<file path="src/iops_regs.vh">
`ifndef IOPS_REGS_VH
`define IOPS_REGS_VH
// ==========================================================
// register map (wishbone byte addresses)
`define IOPS_ADR_CTRL      4'h0
`define IOPS_ADR_STATUS    4'h4
`define IOPS_ADR_LATCH     4'h8
`define IOPS_ADR_CAL       4'hC
// control register fields
`define IOPS_CTRL_PWRFAIL  0
`define IOPS_CTRL_TAKEEN   1
`define IOPS_CTRL_RST      32'h0000_0000
// ==========================================================
// decode constants
`define IOPS_HIGH_PAGE     8'hFF
`define IOPS_LATCH_RST     8'h00
`define IOPS_CAL_PORT      6'h3F
`define IOPS_TAKE_PORT     7'h5C
`define IOPS_CAL_TIME_SZ   8'h0E
`define IOPS_CAL_GP_SZ     8'h32
// ==========================================================
// timing
`define IOPS_CLK_HZ        10000000
`define IOPS_PWR_HOLD_MS   500
// 0.5 s hold-off at the 10 MHz bus clock, sized for the 24-bit counter
`define IOPS_PWR_HOLD_CYC  24'h4C_4B40
`define IOPS_START_LEN     4'h3
`define IOPS_TAKE_TMO      24'h00_2710
`endif

</file>
<file path="src/iops_shift.v">
`timescale 1ns/1ns
// ==========================================================
// fixed-length shift register that times the printer start pulse
module iops_shift (
  // clock and reset
  input  wire       clk_i,
  input  wire       rst_i,
  // trigger and pulse
  input  wire       trig_i,
  output wire       pulse_o
);
  reg [2:0] sh_reg; // stage chain

  // shift a one in on trigger, zeros otherwise
  always @(posedge clk_i) begin
    if (rst_i) begin
      sh_reg <= 3'h0;
    end else begin
      sh_reg <= {sh_reg[1:0], trig_i};
    end
  end

  // pulse while any stage is set
  assign pulse_o = |sh_reg;
endmodule

</file>
<file path="src/iops_port_select.v">
`timescale 1ns/1ns
`include "iops_regs.vh"
module iops_port_select (
  // clock and reset
  input  wire        clk_i,
  input  wire        rst_i,
  // wishbone slave
  input  wire        wb_cyc_i,
  input  wire        wb_stb_i,
  input  wire        wb_we_i,
  input  wire [3:0]  wb_adr_i,
  input  wire [3:0]  wb_sel_i,
  input  wire [31:0] wb_dat_i,
  output reg  [31:0] wb_dat_o,
  output reg         wb_ack_o,
  // bus status and address
  input  wire [15:0] bus_adr_i,
  input  wire        psync_i,
  input  wire        pdbin_i,
  input  wire        mwrite_i,
  // processor strobes
  input  wire        store_strobe_n_i,
  input  wire        fetch_strobe_n_i,
  input  wire        port_cycle_request_n_i,
  input  wire        memory_cycle_request_n_i,
  // printer
  input  wire        printer_buffer_full_n_i,
  input  wire        printer_busy_i,
  // power monitor
  input  wire        ctrl_power_ok_i,
  // status outputs
  output reg         sout_o,
  output reg         sinp_o,
  output reg         smemr_o,
  // strobes and drivers
  output reg  [7:0]  dev_sel_n_o,
  output reg  [1:0]  reg_sel_o,
  output reg         wr_strobe_n_o,
  output reg         rd_strobe_n_o,
  output reg         dout_drv_en_o,
  output reg         din_drv_en_o,
  output reg         cal_sel_o,
  output reg  [5:0]  cal_adr_o,
  output reg         prdy_o,
  output reg         processor_takeover_o,
  output reg         printer_start_o,
  output reg         printer_port_busy_o,
  output reg         sys_reset_o
);
  // ========================================================
  // input registers
  reg [15:0] adr_reg;      // sampled address
  reg        sync_reg;     // sampled sync
  reg        pdbin_reg;    // sampled data-in timing
  reg        mwr_reg;      // sampled memory write
  reg        st_n_reg;     // sampled store strobe
  reg        fe_n_reg;     // sampled fetch strobe
  reg        io_n_reg;     // sampled port request
  reg        mr_n_reg;     // sampled memory request
  reg        pbf_n_reg;    // sampled buffer full
  reg        busy_reg;     // sampled printer busy
  reg        pwr_reg;      // sampled power ok

  // register every asynchronous input once
  always @(posedge clk_i) begin
    if (rst_i) begin
      adr_reg   <= 16'h0000;
      sync_reg  <= 1'b0;
      pdbin_reg <= 1'b0;
      mwr_reg   <= 1'b0;
      st_n_reg  <= 1'b1;
      fe_n_reg  <= 1'b1;
      io_n_reg  <= 1'b1;
      mr_n_reg  <= 1'b1;
      pbf_n_reg <= 1'b1;
      busy_reg  <= 1'b0;
      pwr_reg   <= 1'b0;
    end else begin
      adr_reg   <= bus_adr_i;
      sync_reg  <= psync_i;
      pdbin_reg <= pdbin_i;
      mwr_reg   <= mwrite_i;
      st_n_reg  <= store_strobe_n_i;
      fe_n_reg  <= fetch_strobe_n_i;
      io_n_reg  <= port_cycle_request_n_i;
      mr_n_reg  <= memory_cycle_request_n_i;
      pbf_n_reg <= printer_buffer_full_n_i;
      busy_reg  <= printer_busy_i;
      pwr_reg   <= ctrl_power_ok_i;
    end
  end

  // ========================================================
  // cpu status decode
  // status lines built from processor strobes
  always @(posedge clk_i) begin
    if (rst_i) begin
      sout_o  <= 1'b0;
      sinp_o  <= 1'b0;
      smemr_o <= 1'b0;
    end else begin
      sout_o  <= ~st_n_reg & ~io_n_reg;
      sinp_o  <= ~fe_n_reg & ~io_n_reg;
      smemr_o <= ~fe_n_reg & ~mr_n_reg;
    end
  end

  // ========================================================
  // address latches
  reg  [3:0] lo_latch_reg;  // bits 0-3
  reg  [3:0] hi_latch_reg;  // qualifier, bit4, partial 5-7
  reg  [6:0] full_adr_reg;  // bits 0-6 for chip selects
  wire       page_ok;       // upper byte all ones
  reg        sync_d_reg;    // sync delayed for edge
  wire       sync_fall;     // end of address phase

  assign page_ok   = (adr_reg[15:8] == `IOPS_HIGH_PAGE);
  assign sync_fall = sync_d_reg & ~sync_reg;

  // latch while sync is high; hold until the next sync pulse
  always @(posedge clk_i) begin
    if (rst_i) begin
      sync_d_reg   <= 1'b0;
      lo_latch_reg <= 4'h0;
      hi_latch_reg <= 4'h0;
      full_adr_reg <= 7'h00;
    end else begin
      sync_d_reg <= sync_reg;
      if (sync_reg) begin
        lo_latch_reg <= adr_reg[3:0];
        // bit3 qualifier, bit2 = A4, bits1:0 = A5/A6 group, A7 low
        hi_latch_reg <= {page_ok, adr_reg[4],
                         adr_reg[7] ? 2'b11 : adr_reg[6:5]};
        full_adr_reg <= adr_reg[6:0];
      end
    end
  end

  // ========================================================
  // device decode
  wire       board_sel;     // decoded board select
  wire [2:0] port_num;      // latched port number
  wire       is_cal;        // calendar range
  wire       is_take;       // takeover register
  reg        ctrl_take_en;  // software takeover enable

  assign board_sel = hi_latch_reg[3] & (hi_latch_reg[1:0] != 2'b11);
  // port number: A2/A3 from low latch, A4 from upper latch
  assign port_num  = {hi_latch_reg[2], lo_latch_reg[3:2]};
  assign is_cal    = hi_latch_reg[3] & (full_adr_reg[5:0] == `IOPS_CAL_PORT)
                     & ~full_adr_reg[6];
  assign is_take   = hi_latch_reg[3] &
                     (full_adr_reg == `IOPS_TAKE_PORT);

  // one-hot port select and register select
  always @(posedge clk_i) begin
    if (rst_i) begin
      dev_sel_n_o <= 8'hFF;
      reg_sel_o   <= 2'b00;
      cal_sel_o   <= 1'b0;
      cal_adr_o   <= 6'h00;
    end else begin
      dev_sel_n_o <= 8'hFF;
      if (board_sel & ~is_cal) begin
        dev_sel_n_o <= ~(8'h01 << port_num);
      end
      reg_sel_o <= lo_latch_reg[1:0];
      cal_sel_o <= is_cal;
      cal_adr_o <= full_adr_reg[5:0];
    end
  end

  // ========================================================
  // read and write gates
  wire wr_qual;             // write qualification
  wire rd_qual;             // read qualification

  assign wr_qual = ~sync_reg & ~smemr_o & (board_sel | is_cal);
  assign rd_qual = ~sync_reg & smemr_o & pdbin_reg & (board_sel | is_cal);

  // shared strobes also serve the calendar chip
  always @(posedge clk_i) begin
    if (rst_i) begin
      dout_drv_en_o <= 1'b0;
      wr_strobe_n_o <= 1'b1;
      rd_strobe_n_o <= 1'b1;
      din_drv_en_o  <= 1'b0;
    end else begin
      dout_drv_en_o <= wr_qual;
      wr_strobe_n_o <= ~(wr_qual & mwr_reg);
      rd_strobe_n_o <= ~rd_qual;
      din_drv_en_o  <= rd_qual;
    end
  end

  // ========================================================
  // processor-ready wait for the calendar
  // prdy low (wait) during the first qualified calendar cycle
  reg cal_done_reg;         // one wait per access

  always @(posedge clk_i) begin
    if (rst_i) begin
      prdy_o       <= 1'b1;
      cal_done_reg <= 1'b0;
    end else begin
      if (sync_reg) begin
        cal_done_reg <= 1'b0;
        prdy_o       <= 1'b1;
      end else if (is_cal & ~cal_done_reg) begin
        prdy_o       <= 1'b0;
        cal_done_reg <= 1'b1;
      end else begin
        prdy_o <= 1'b1;
      end
    end
  end

  // calendar storage sizes shown in the calendar register
  wire [7:0] cal_time_sz = `IOPS_CAL_TIME_SZ;
  wire [7:0] cal_gp_sz   = `IOPS_CAL_GP_SZ;

  // ========================================================
  // takeover request flip-flop
  // held high while the host keeps addressing the takeover port
  reg [23:0] take_cnt_reg;  // hold time left after last takeover access

  always @(posedge clk_i) begin
    if (rst_i | sys_reset_o) begin
      take_cnt_reg         <= 24'h00_0000;
      processor_takeover_o <= 1'b0;
    end else if (is_take & sync_fall & ctrl_take_en) begin
      take_cnt_reg         <= `IOPS_TAKE_TMO;
      processor_takeover_o <= 1'b1;
    end else if (take_cnt_reg != 24'h00_0000) begin
      take_cnt_reg <= take_cnt_reg - 24'h00_0001;
    end else begin
      processor_takeover_o <= 1'b0;
    end
  end

  // ========================================================
  // printer start pulse and busy wait
  reg  pbf_d_reg;           // buffer-full history
  wire start_pulse;         // shift register output

  always @(posedge clk_i) begin
    if (rst_i) begin
      pbf_d_reg <= 1'b1;
    end else begin
      pbf_d_reg <= pbf_n_reg;
    end
  end

  iops_shift u_shift (
    .clk_i   (clk_i),
    .rst_i   (rst_i),
    .trig_i  (pbf_d_reg & ~pbf_n_reg),
    .pulse_o (start_pulse)
  );

  // start pulse and busy output registered
  always @(posedge clk_i) begin
    if (rst_i) begin
      printer_start_o     <= 1'b0;
      printer_port_busy_o <= 1'b0;
    end else begin
      printer_start_o     <= start_pulse;
      printer_port_busy_o <= busy_reg & ~pbf_n_reg;
    end
  end

  // ========================================================
  // power-fail reset
  parameter [23:0] PWR_HOLD = `IOPS_PWR_HOLD_CYC;
  reg [23:0] pwr_cnt_reg;   // hold-off counter
  reg        ctrl_pwrfail;  // software forced power fail

  always @(posedge clk_i) begin
    if (rst_i) begin
      pwr_cnt_reg <= PWR_HOLD;
      sys_reset_o <= 1'b1;
    end else if (~pwr_reg | ctrl_pwrfail) begin
      pwr_cnt_reg <= PWR_HOLD;
      sys_reset_o <= 1'b1;
    end else if (pwr_cnt_reg != 24'h00_0000) begin
      pwr_cnt_reg <= pwr_cnt_reg - 24'h00_0001;
      sys_reset_o <= 1'b1;
    end else begin
      sys_reset_o <= 1'b0;
    end
  end

  // ========================================================
  // wishbone slave
  wire wb_req = wb_cyc_i & wb_stb_i & ~wb_ack_o;

  // one-wait-state ack, register write and read mux
  always @(posedge clk_i) begin
    if (rst_i) begin
      wb_ack_o     <= 1'b0;
      wb_dat_o     <= 32'h0000_0000;
      ctrl_pwrfail <= 1'b0;
      ctrl_take_en <= 1'b1;
    end else begin
      wb_ack_o <= wb_req;
      if (wb_req & wb_we_i & wb_sel_i[0] & (wb_adr_i == `IOPS_ADR_CTRL)) begin
        ctrl_pwrfail <= wb_dat_i[`IOPS_CTRL_PWRFAIL];
        ctrl_take_en <= wb_dat_i[`IOPS_CTRL_TAKEEN];
      end
      if (wb_req & ~wb_we_i) begin
        case (wb_adr_i)
          `IOPS_ADR_CTRL: begin
            wb_dat_o <= {30'h0000_0000, ctrl_take_en, ctrl_pwrfail};
          end
          `IOPS_ADR_STATUS: begin
            wb_dat_o <= {24'h00_0000, sys_reset_o, processor_takeover_o,
                         printer_port_busy_o, prdy_o, cal_sel_o,
                         board_sel, ~rd_strobe_n_o, ~wr_strobe_n_o};
          end
          `IOPS_ADR_LATCH: begin
            wb_dat_o <= {16'h0000, dev_sel_n_o, hi_latch_reg, lo_latch_reg};
          end
          `IOPS_ADR_CAL: begin
            wb_dat_o <= {16'h0000, cal_gp_sz, cal_time_sz};
          end
          default: begin
            wb_dat_o <= 32'h0000_0000;
          end
        endcase
      end
    end
  end
endmodule

</file>
<file path="config.mk">
export PLATFORM = sky130hd
export DESIGN_NAME = iops_port_select
export DESIGN_NICKNAME = d
export VERILOG_FILES = /design/src/iops_shift.v /design/src/iops_port_select.v
export VERILOG_INCLUDE_DIRS = /design/src
export SDC_FILE = /design/constraint.sdc
export NUM_CORES = 1
export LEC_CHECK = 0
export BUFFER_PORTS_ARGS = -buffer_cell sky130_fd_sc_hd__buf_2
export CAP_MARGIN = 20
export CORE_UTILIZATION = 57
export CTS_CLUSTER_DIAMETER = 30
export DETAILED_ROUTE_END_ITERATION = 10
export GPL_ROUTABILITY_DRIVEN = 0
export HOLD_SLACK_MARGIN = 0.12
export PLACE_DENSITY = 0.85
export SYNTH_ARGS = -nofsm -noshare
export SYNTH_HDL_FRONTEND = slang
export SYNTH_SLANG_ARGS = --single-unit
</file>
<file path="constraint.sdc">
create_clock -name clk_i -period 4.2 [get_ports clk_i]
set_clock_uncertainty 0.2 [all_clocks]
set_input_delay 0.42 -clock clk_i [delete_from_list [all_inputs] [get_ports clk_i]]
set_output_delay 0.42 -clock clk_i [all_outputs]
set_load 0.01 [all_outputs]
</file>
==> results.yml, run 1 <==
drt:
  wl_per_cell_um: 15.9
  drc: 0
  first_pass_iters: 5
  final_antenna_net_count: 0
  via_count: 4674
  wl_mm: 12.9
  drt_iter0_drc: 235
  viasPerCell: 5.78
global_routing:
  grt_overflow: 0
  grt_max_degree: 75
  grt_pass1_wl_mm: 20.6
  antenna_found_initial: 0
  grt_pass1_vias: 4364
  grt_usage: 0.269
worst_setup_path:
  rr_worst_depth: 7
  endpoint_kind: "flip-flop"
  cp_max_fo: 18
  reg2reg_slack_ns: 1.34
  r2r_end: "take_cnt_reg[11]"
  crit_required_ns: 4.43
  r2r_start: "take_cnt_reg[0]"
  arrival_ns: 3.09
  critPathKind: "flip-flop to flip-flop"
  critPathLaunchType: "flip-flop"
  startpoint: "take_cnt_reg[0]"
cells_and_area:
  area_delta_synth_final_pct: 24.0
  fin_util: 0.724
  layout_commonest_cell: "dfxtp_1"
  instances_no_fill: 809
  drive_gt1_frac: 0.192
  antenna_cells: 0
  final_cell_mix: "dfxtp_1 (136), buf_2 (83), nor2_1 (58)"
  nNetsFinal: 759
cts:
  cts_sinks: 136
  numCtsBuffers: 17
  root_buffer: "clkbuf_8"
  clk-insertion-delay-late_ns: 0.52
  cts_tree: "built"
  clk_pin_slew_ns: 0.06
  h-tree-depth: 4
  clock_path_buffers: 2
die:
  initial_utilization: 0.584
  rows: 35
  dieArea_um2: 9820
  dieHeight_um: 99.1
  design.core.area_um2: 9200
  fp.dieW_um: 99.1
  ios: 133
logic_synthesis:
  ys_types: 54
  synth_edf_count: 0
  yosys_most_used_dff: "dfxtp_1"
  yosys_warnings: 0
  syn_area_um2: 5370
  ys_ff_latch: 136
  syn_inst: 581
  syn_area_per_cell_um2: 9.25
  ys_seq_area_frac: 0.507
  async_flop_share: 0
  synth_top_cell_area_share: 0.507
  ys_top_cells_by_area: "dfxtp_1 (51%), nor2b_1 (4.2%), nor2_1 (4.1%)"
  yosysTopAreaCell: "dfxtp_1"
power:
  switching_share: 0.234
  combinationalPowerShare: 0.045
  p_sw_w: 0.000693
  power.density_cell_area_nw_per_um2: 445
  sequentialPowerShare: 0.450
  peakVddDrop_mv: 0.310
  p_int_w: 0.00227
  pwr-share-clk: 0.505
  leakage_nw: 2.62
placement:
  hpwl_mm: 7.63
  dp.cells: 743
  pre_cts_ws_ns: 1.42
  numPortBuffers: 83
min_path:
  min_from: "wb_we_i"
  hold_path_class: "input port to flip-flop"
  holdPathEnd: "wb_dat_o[5]"
  worstHoldPathCells: 4
sta:
  relSlewSlack: 0.264
  fin_crit_ns: 2.86
  setup_tns_ns: 0
  finalMaxSlewViolations: 0
  setup_slack_ns: 1.34
  fmax_mhz: 350
  period_share: 0.681
  rsz0062_at_grt: "no"
  worstMarginPinSlew_ns: 1.09
  final-hold-violation-count: 0
  finalSetupViolations: 0
job:
  cap_violations: 0
status:
  outcome: "finished clean"
## worst max-delay path, stage by stage (launching register included)
cell and delay (ns):
dfxtp_1 0.34, inv_1 0.07, ha_1 0.20, or3b_4 0.41, or4b_4 0.58, o31ai_4 0.62
o31ai_1 0.17, a21oi_1 0.18
## power groups by stage
| stage | registers [W] | logic, W | clock network, W |
|---|---|---|---|
| global route | 0.00134 | 0.000145 | 0.00157 |
| global placement | 0.00136 | 0.0000992 | 0 |
| finish | 0.00134 | 0.000133 | 0.00150 |
| CTS | 0.00133 | 0.000129 | 0.00150 |
| floorplan | 0.00136 | 0.0000838 | 0 |
| detailed placement | 0.00136 | 0.000103 | 0 |
## logic make-up (layout without fill, tap and decap cells)
| kind of cell | after synthesis | in the layout | share of synthesized area |
|---|---|---|---|
| flip-flops | 136 | 136 | 0.507 |
| multiplexers | 8 | 8 | 0.0149 |
| AO/OA/AOI/OAI | 100 | 100 | 0.126 |
| buffers and inverters | 61 | 163 | 0.0592 |
| XOR/XNOR | 22 | 22 | 0.0359 |
| AND/OR/NAND/NOR | 250 | 250 | 0.249 |
| adder cells (fa/ha/maj) | 3 | 3 | 0.00699 |
| other | 1 | 16 | 0.000698 |
## cell type report
| type | count | area, um2 |
|---|---|---|
| fillers | 621 | 2530 |
| clock buffers | 19 | 442 |
| flip-flops and latches | 136 | 2720 |
| inverters | 13 | 48.8 |
| repair buffers | 118 | 763 |
| multi-input cells | 399 | 2390 |
| clock inverters | 13 | 159 |
| well taps | 111 | 139 |
## repair_timing
item | CTS | global route
resized for setup | 0 | 0
hold endpoints to repair | 38 | 0
hold buffers | 34 | 0
setup buffers | 0 | 0
## synthesized netlist by cell type, types with 3 or more instances
cell type and count:
dfxtp_1 136, nor2_1 58, nand2_1 43, nor2b_1 36, a21oi_1 34, clkbuf_1 23, buf_4 19, nor3_1 18
or4_1 17, inv_1 13, nand3_1 13, or2_2 12, xor2_1 12, o21ai_0 10, xnor2_1 10, o211ai_1 9
or3_1 9, a211oi_1 8, mux2i_1 8, nor4_1 8, o2111ai_1 8, o31ai_1 8, nand2b_1 7, nand3b_1 6
nand4_1 6, a22oi_1 5, a22o_1 4, o41ai_1 4, a31oi_1 3, and2_1 3, ha_1 3
## metrics by stage
stage | hold WS (ns) | cell area (um2) | total power, W
after floorplan | 0.143 | 5430 | 0.00144
after detailed placement | 0.154 | 5720 | 0.00146
after CTS | 0.135 | 6660 | 0.00296
after global routing | 0.177 | 6660 | 0.00305
after global placement | 0.149 | 5720 | 0.00146
final | 0.152 | 6660 | 0.00297
## routing by layer
layer,track usage,up-vias,part of all wire
met1,0.304,2236,0.40
met2,0.489,183,0.52
li1,-,2229,-
met5,0,-,0
met3,0.0645,26,0.058
met4,0.103,0,0.023
## worst max path at each step
stage / to / slack (ns) / depth (start not counted)
floorplan: take_cnt_reg[21] / 1.70 / 8
global placement: take_cnt_reg[19] / 1.46 / 7
detailed placement: take_cnt_reg[19] / 1.42 / 7
CTS: take_cnt_reg[19] / 1.39 / 7
global route: take_cnt_reg[5] / 1.23 / 7
finish: take_cnt_reg[11] / 1.34 / 7
No activity file was read; power rests on OpenSTA's default activity.
==> run 2, diff against run 1 <==
--- a/config.mk
+++ b/config.mk
@@ -8,12 +8,12 @@
 export LEC_CHECK = 0
 export BUFFER_PORTS_ARGS = -buffer_cell sky130_fd_sc_hd__buf_2
 export CAP_MARGIN = 20
-export CORE_UTILIZATION = 57
+export CORE_UTILIZATION = 53
 export CTS_CLUSTER_DIAMETER = 30
 export DETAILED_ROUTE_END_ITERATION = 10
 export GPL_ROUTABILITY_DRIVEN = 0
 export HOLD_SLACK_MARGIN = 0.12
-export PLACE_DENSITY = 0.85
+export PLACE_DENSITY = 0.79
 export SYNTH_ARGS = -nofsm -noshare
 export SYNTH_HDL_FRONTEND = slang
 export SYNTH_SLANG_ARGS = --single-unit
==> constraint.sdc (replaced) <==
create_clock -name clk_i -period 2.8 [get_ports clk_i]
set_clock_uncertainty 0.2 [all_clocks]
set_input_delay 0.28 -clock clk_i [delete_from_list [all_inputs] [get_ports clk_i]]
set_output_delay 0.28 -clock clk_i [all_outputs]
set_load 0.01 [all_outputs]
==> run 2 against run 1 <==
Effect of this change:
- critical path depth unchanged
- global-route usage is 2.2 points lower
- via count fell by 0.98%
- critical endpoint is now take_cnt_reg[21]
- cell count increased by 4.8%
- die area increased by 7.4%
- setup slack worse by 1.2 ns
- wire length shrank 1.4%
==> results.yml, run 2 (synthesized netlist as in run 1, its figures left out) <==
cts:
  numCtsBuffers: 17
  cts_tree: "built"
  clk-insertion-delay-late_ns: 0.52
  post_cts_buffers: 0
  clock_path_buffers: 2
  h-tree-depth: 4
  cts_sinks: 136
  root_buffer: "clkbuf_8"
  clk_pin_slew_ns: 0.06
placement:
  hpwl_mm: 7.70
  postPlaceCellArea_um2: 5820
  numPortBuffers: 83
  pre_cts_ws_ns: 0.152
worst_setup_path:
  crit_chain: "inv_1 > ha_1 > or3b_4 > or4b_4 > or3_1 > a31o_1 > a21oi_2"
  crit_family: "simple AND/OR/NAND/NOR gates"
  crit_buf_inv: 1
  slowest_stage: "or4b_4"
  critPathLaunchType: "flip-flop"
  crit_required_ns: 3.04
  cp_max_fo: 10
  endpoint_kind: "flip-flop"
  slowest_delay_ns: 0.57
  critPathKind: "flip-flop to flip-flop"
  arrival_ns: 2.91
power:
  leakage_nw: 2.67
  peakVddDrop_mv: 0.422
  power.density_cell_area_nw_per_um2: 639
sta:
  fmax_mhz: 374
  fin_crit_ns: 2.67
  worstMarginPinSlew_ns: 0.787
  setup_slack_ns: 0.125
  finalSetupViolations: 0
  finalMaxSlewViolations: 0
  relSlewSlack: 0.475
  rsz0062_at_grt: "no"
  setup_tns_ns: 0
  period_share: 0.955
  hold_ws_ns: 0.167
  final-hold-violation-count: 0
global_routing:
  grt_max_degree: 75
  grt_usage: 0.246
  antenna_found_initial: 0
  grt_pass1_wl_mm: 20.1
  use_met2: 0.426
  grtUsageMet3: 0.0617
  met1_usage: 0.290
  grt_pass1_vias: 4391
  grt.busiest_layer: "met2"
  grt_overflow: 0
die:
  initial_utilization: 0.547
  dieHeight_um: 103
  ios: 133
  fp.dieW_um: 103
  design.core.area_um2: 9820
  rows: 36
  dieArea_um2: 10500
cells_and_area:
  stdcell_area_um2: 6830
  area_delta_synth_final_pct: 27.1
  drive_gt1_frac: 0.200
  nNetsFinal: 776
  layout_commonest_cell: "dfxtp_1"
  final_cell_mix: "dfxtp_1 (136), buf_2 (83), nor2_1 (58)"
  fin_util: 0.696
  antenna_cells: 0
job:
  cap_violations: 0
drt:
  drt_iter0_drc: 187
  viasPerCell: 5.46
  wl_mm: 12.7
  via_count: 4628
  final_antenna_net_count: 0
  first_pass_iters: 5
  wl_per_cell_um: 15.0
  drc: 0
status:
  outcome: "finished clean"
min_path:
  hold_path_class: "flip-flop to flip-flop"
## run 2: layer usage
layer  wire, um  vias to the layer above
met5          0                        -
met4        272                        0
met3        572                       27
met2       6400                      167
met1       5450                     2182
li1           -                     2252
## run 2: report_power, final
| group | switching (W) | internal (W) |
|---|---|---|
| Clock | 0.000858 | 0.00130 |
| Combinational | 0.000111 | 0.000100 |
| Sequential | 0.0000247 | 0.00197 |
| Total | 0.000994 | 0.00337 |
## run 2: layout make-up
type	count	area [um2]
Clock inverter	13	146
Multi-Input combinational cell	399	2400
Clock buffer	19	432
Inverter	13	48.8
Sequential cell	136	2720
Timing Repair Buffer	135	911
Tap cell	133	166
Fill cell	703	2990
## run 2: through the flow
| step | total power [W] | instances |
|---|---|---|
| CTS | 0.00437 | 848 |
| global placement | 0.00219 | 774 |
| finish | 0.00437 | 848 |
| detailed placement | 0.00220 | 774 |
| global route | 0.00450 | 848 |
| floorplan | 0.00216 | 596 |
## run 2: repair_timing
item / in CTS / in global routing
hold endpoints to repair: 46 / 0
setup endpoints to repair: 0 / 2
resized for setup: 0 / 2
hold buffers: 42 / 0
## run 2: path summary, 6_finish.rpt
| path | from | depth (start not counted) | slack (ns) | to |
|---|---|---|---|---|
| worst max-delay path | take_cnt_reg[0] | 7 | 0.13 | take_cnt_reg[21] |
| worst min-delay path | mwr_reg | 1 | 0.17 | wr_strobe_n_o |
| worst max register to register | take_cnt_reg[0] | 7 | 0.13 | take_cnt_reg[21] |
| worst min register to register | mwr_reg | 1 | 0.17 | wr_strobe_n_o |
==> run 3, diff against run 2 <==
--- a/config.mk
+++ b/config.mk
@@ -9,11 +9,13 @@
 export BUFFER_PORTS_ARGS = -buffer_cell sky130_fd_sc_hd__buf_2
 export CAP_MARGIN = 20
 export CORE_UTILIZATION = 53
-export CTS_CLUSTER_DIAMETER = 30
+export CTS_CLUSTER_DIAMETER = 60
 export DETAILED_ROUTE_END_ITERATION = 10
 export GPL_ROUTABILITY_DRIVEN = 0
 export HOLD_SLACK_MARGIN = 0.12
 export PLACE_DENSITY = 0.79
+export REMOVE_ABC_BUFFERS = 1
+export SKIP_LAST_GASP = 1
 export SYNTH_ARGS = -nofsm -noshare
 export SYNTH_HDL_FRONTEND = slang
 export SYNTH_SLANG_ARGS = --single-unit
==> run 3 against run 2 <==
Effect of this change:
- sequential share of layout area down 0.058 points
- utilization up 0.10 points
- sequential power about the same
- total power up 0.87%
- die area unchanged
- final area up 0.15%
- global-route usage about the same
- clock-buffer cell count down 1
- hold slack about the same
- via count about the same
- largest power group unchanged
==> results.yml, run 3 (synthesized netlist as in run 1, its figures left out) <==
drt:
  drt_iter0_drc: 217
  viasPerCell: 5.45
  final_antenna_net_count: 0
  via_count: 4631
  drc: 0
  wl_mm: 12.8
  first_pass_iters: 5
  wl_per_cell_um: 15.1
sta:
  finalMaxSlewViolations: 0
  hold_ws_ns: 0.166
  setup_slack_ns: 0.121
  finalSetupViolations: 0
  rsz0062_at_grt: "no"
  relSlewSlack: 0.452
  final-hold-violation-count: 0
  period_share: 0.957
  setup_tns_ns: 0
  worstMarginPinSlew_ns: 0.822
  fmax_mhz: 373
  fin_crit_ns: 2.68
cells_and_area:
  n_fill_cell: 694
  drive_gt1_frac: 0.203
  final_cell_mix: "dfxtp_1 (136), buf_2 (83), nor2_1 (58)"
  nNetsFinal: 777
  area_delta_synth_final_pct: 27.3
  instances_no_fill: 849
  stdcell_area_um2: 6840
  antenna_cells: 0
  layout_commonest_cell: "dfxtp_1"
cts:
  cts_tree: "built"
  clk-insertion-delay-late_ns: 0.52
  clk_pin_slew_ns: 0.06
  cts_sinks: 136
  h-tree-depth: 4
  post_cts_buffers: 0
  root_buffer: "clkbuf_8"
  numCtsBuffers: 17
  clock_path_buffers: 2
die:
  design.core.area_um2: 9820
  rows: 36
  ios: 133
  fp.dieW_um: 103
  dieArea_um2: 10500
  initial_utilization: 0.547
  dieHeight_um: 103
global_routing:
  grt_overflow: 0
  grt_pass1_vias: 4399
  antenna_found_initial: 0
  grt_pass1_wl_mm: 20.0
  grt_usage: 0.247
  grt_max_degree: 75
worst_setup_path:
  crit_required_ns: 3.05
  critPathLaunchType: "input port"
  r2r_start: "take_cnt_reg[0]"
  reg2reg_slack_ns: 0.14
  critPathKind: "input port to flip-flop"
  rr_worst_depth: 7
  endpoint_kind: "flip-flop"
  cp_max_fo: 9
  arrival_ns: 2.93
  r2r_end: "take_cnt_reg[21]"
power:
  peakVddDrop_mv: 0.436
  power.density_cell_area_nw_per_um2: 644
  leakage_nw: 2.69
placement:
  numPortBuffers: 83
  pre_cts_ws_ns: 0.163
  postPlaceCellArea_um2: 5820
  hpwl_mm: 7.62
  dp.cells: 775
min_path:
  worstHoldPathCells: 1
  holdPathEnd: "wr_strobe_n_o"
  min_from: "mwr_reg"
  hold_path_class: "flip-flop to flip-flop"
job:
  cap_violations: 0
status:
  outcome: "finished clean"
[run 3: cell count changes in the layout (fill, tap and decap cells not counted), sizes merged]
cell and change:
buf +1, clkbuf -1, clkinv -2, clkinvlp -2
inv +5
[run 3: layout make-up]
type | instances | area, um2 | share of cell area
Clock buffer | 18 | 428 | 0.0626
Tap cell | 133 | 166 | 0.0243
Timing Repair Buffer | 136 | 918 | 0.134
Multi-Input combinational cell | 399 | 2390 | 0.350
Inverter | 13 | 48.8 | 0.00713
Clock inverter | 14 | 161 | 0.0236
Sequential cell | 136 | 2720 | 0.398
[run 3: critical path, cell delays in order]
cell and delay [ns]:
dlygate4sd3_1 0.54, buf_2 0.12, nor2_1 0.11, buf_4 0.18, dlygate4sd3_1 0.73, o2111ai_1 0.17, dlygate4sd3_1 0.63, a21oi_1 0.16
[run 3: worst max-delay path by stage]
stage / from / end / slack [ns] / cells past startpoint
floorplan: take_cnt_reg[0] / take_cnt_reg[21] / 0.26 / 7
global placement: take_cnt_reg[0] / take_cnt_reg[21] / 0.21 / 7
detailed placement: take_cnt_reg[0] / take_cnt_reg[21] / 0.16 / 7
CTS: take_cnt_reg[0] / take_cnt_reg[21] / 0.14 / 7
global route: take_cnt_reg[0] / take_cnt_reg[21] / 0.03 / 7
finish: wb_adr_i[0] / wb_dat_o[12] / 0.12 / 8
[run 3: stage by stage]
step                      power (W)  utilization
after global routing        0.00455        0.697
after global placement      0.00220        0.593
after CTS                   0.00441        0.696
final                       0.00440        0.697
after floorplan             0.00212            -
after detailed placement    0.00220        0.593
[run 3: power by group]
part           switching, W  internal, W  leakage [nW]
logic              0.000112     0.000100          1.30
registers         0.0000234      0.00197          1.11
clock network      0.000882      0.00131         0.285
[run 3: layer usage]
layer	vias up	global-route usage	routed length, um
li1	2257	-	-
met1	2193	0.294	5480
met2	162	0.431	6530
met3	19	0.0651	629
met4	0	0.0802	144
met5	-	0	0
[run 3: timing repair]
action	4_1_cts	5_1_grt
hold buffers	42	0
hold endpoints to repair	44	0
resized for setup	0	1
setup endpoints to repair	0	1
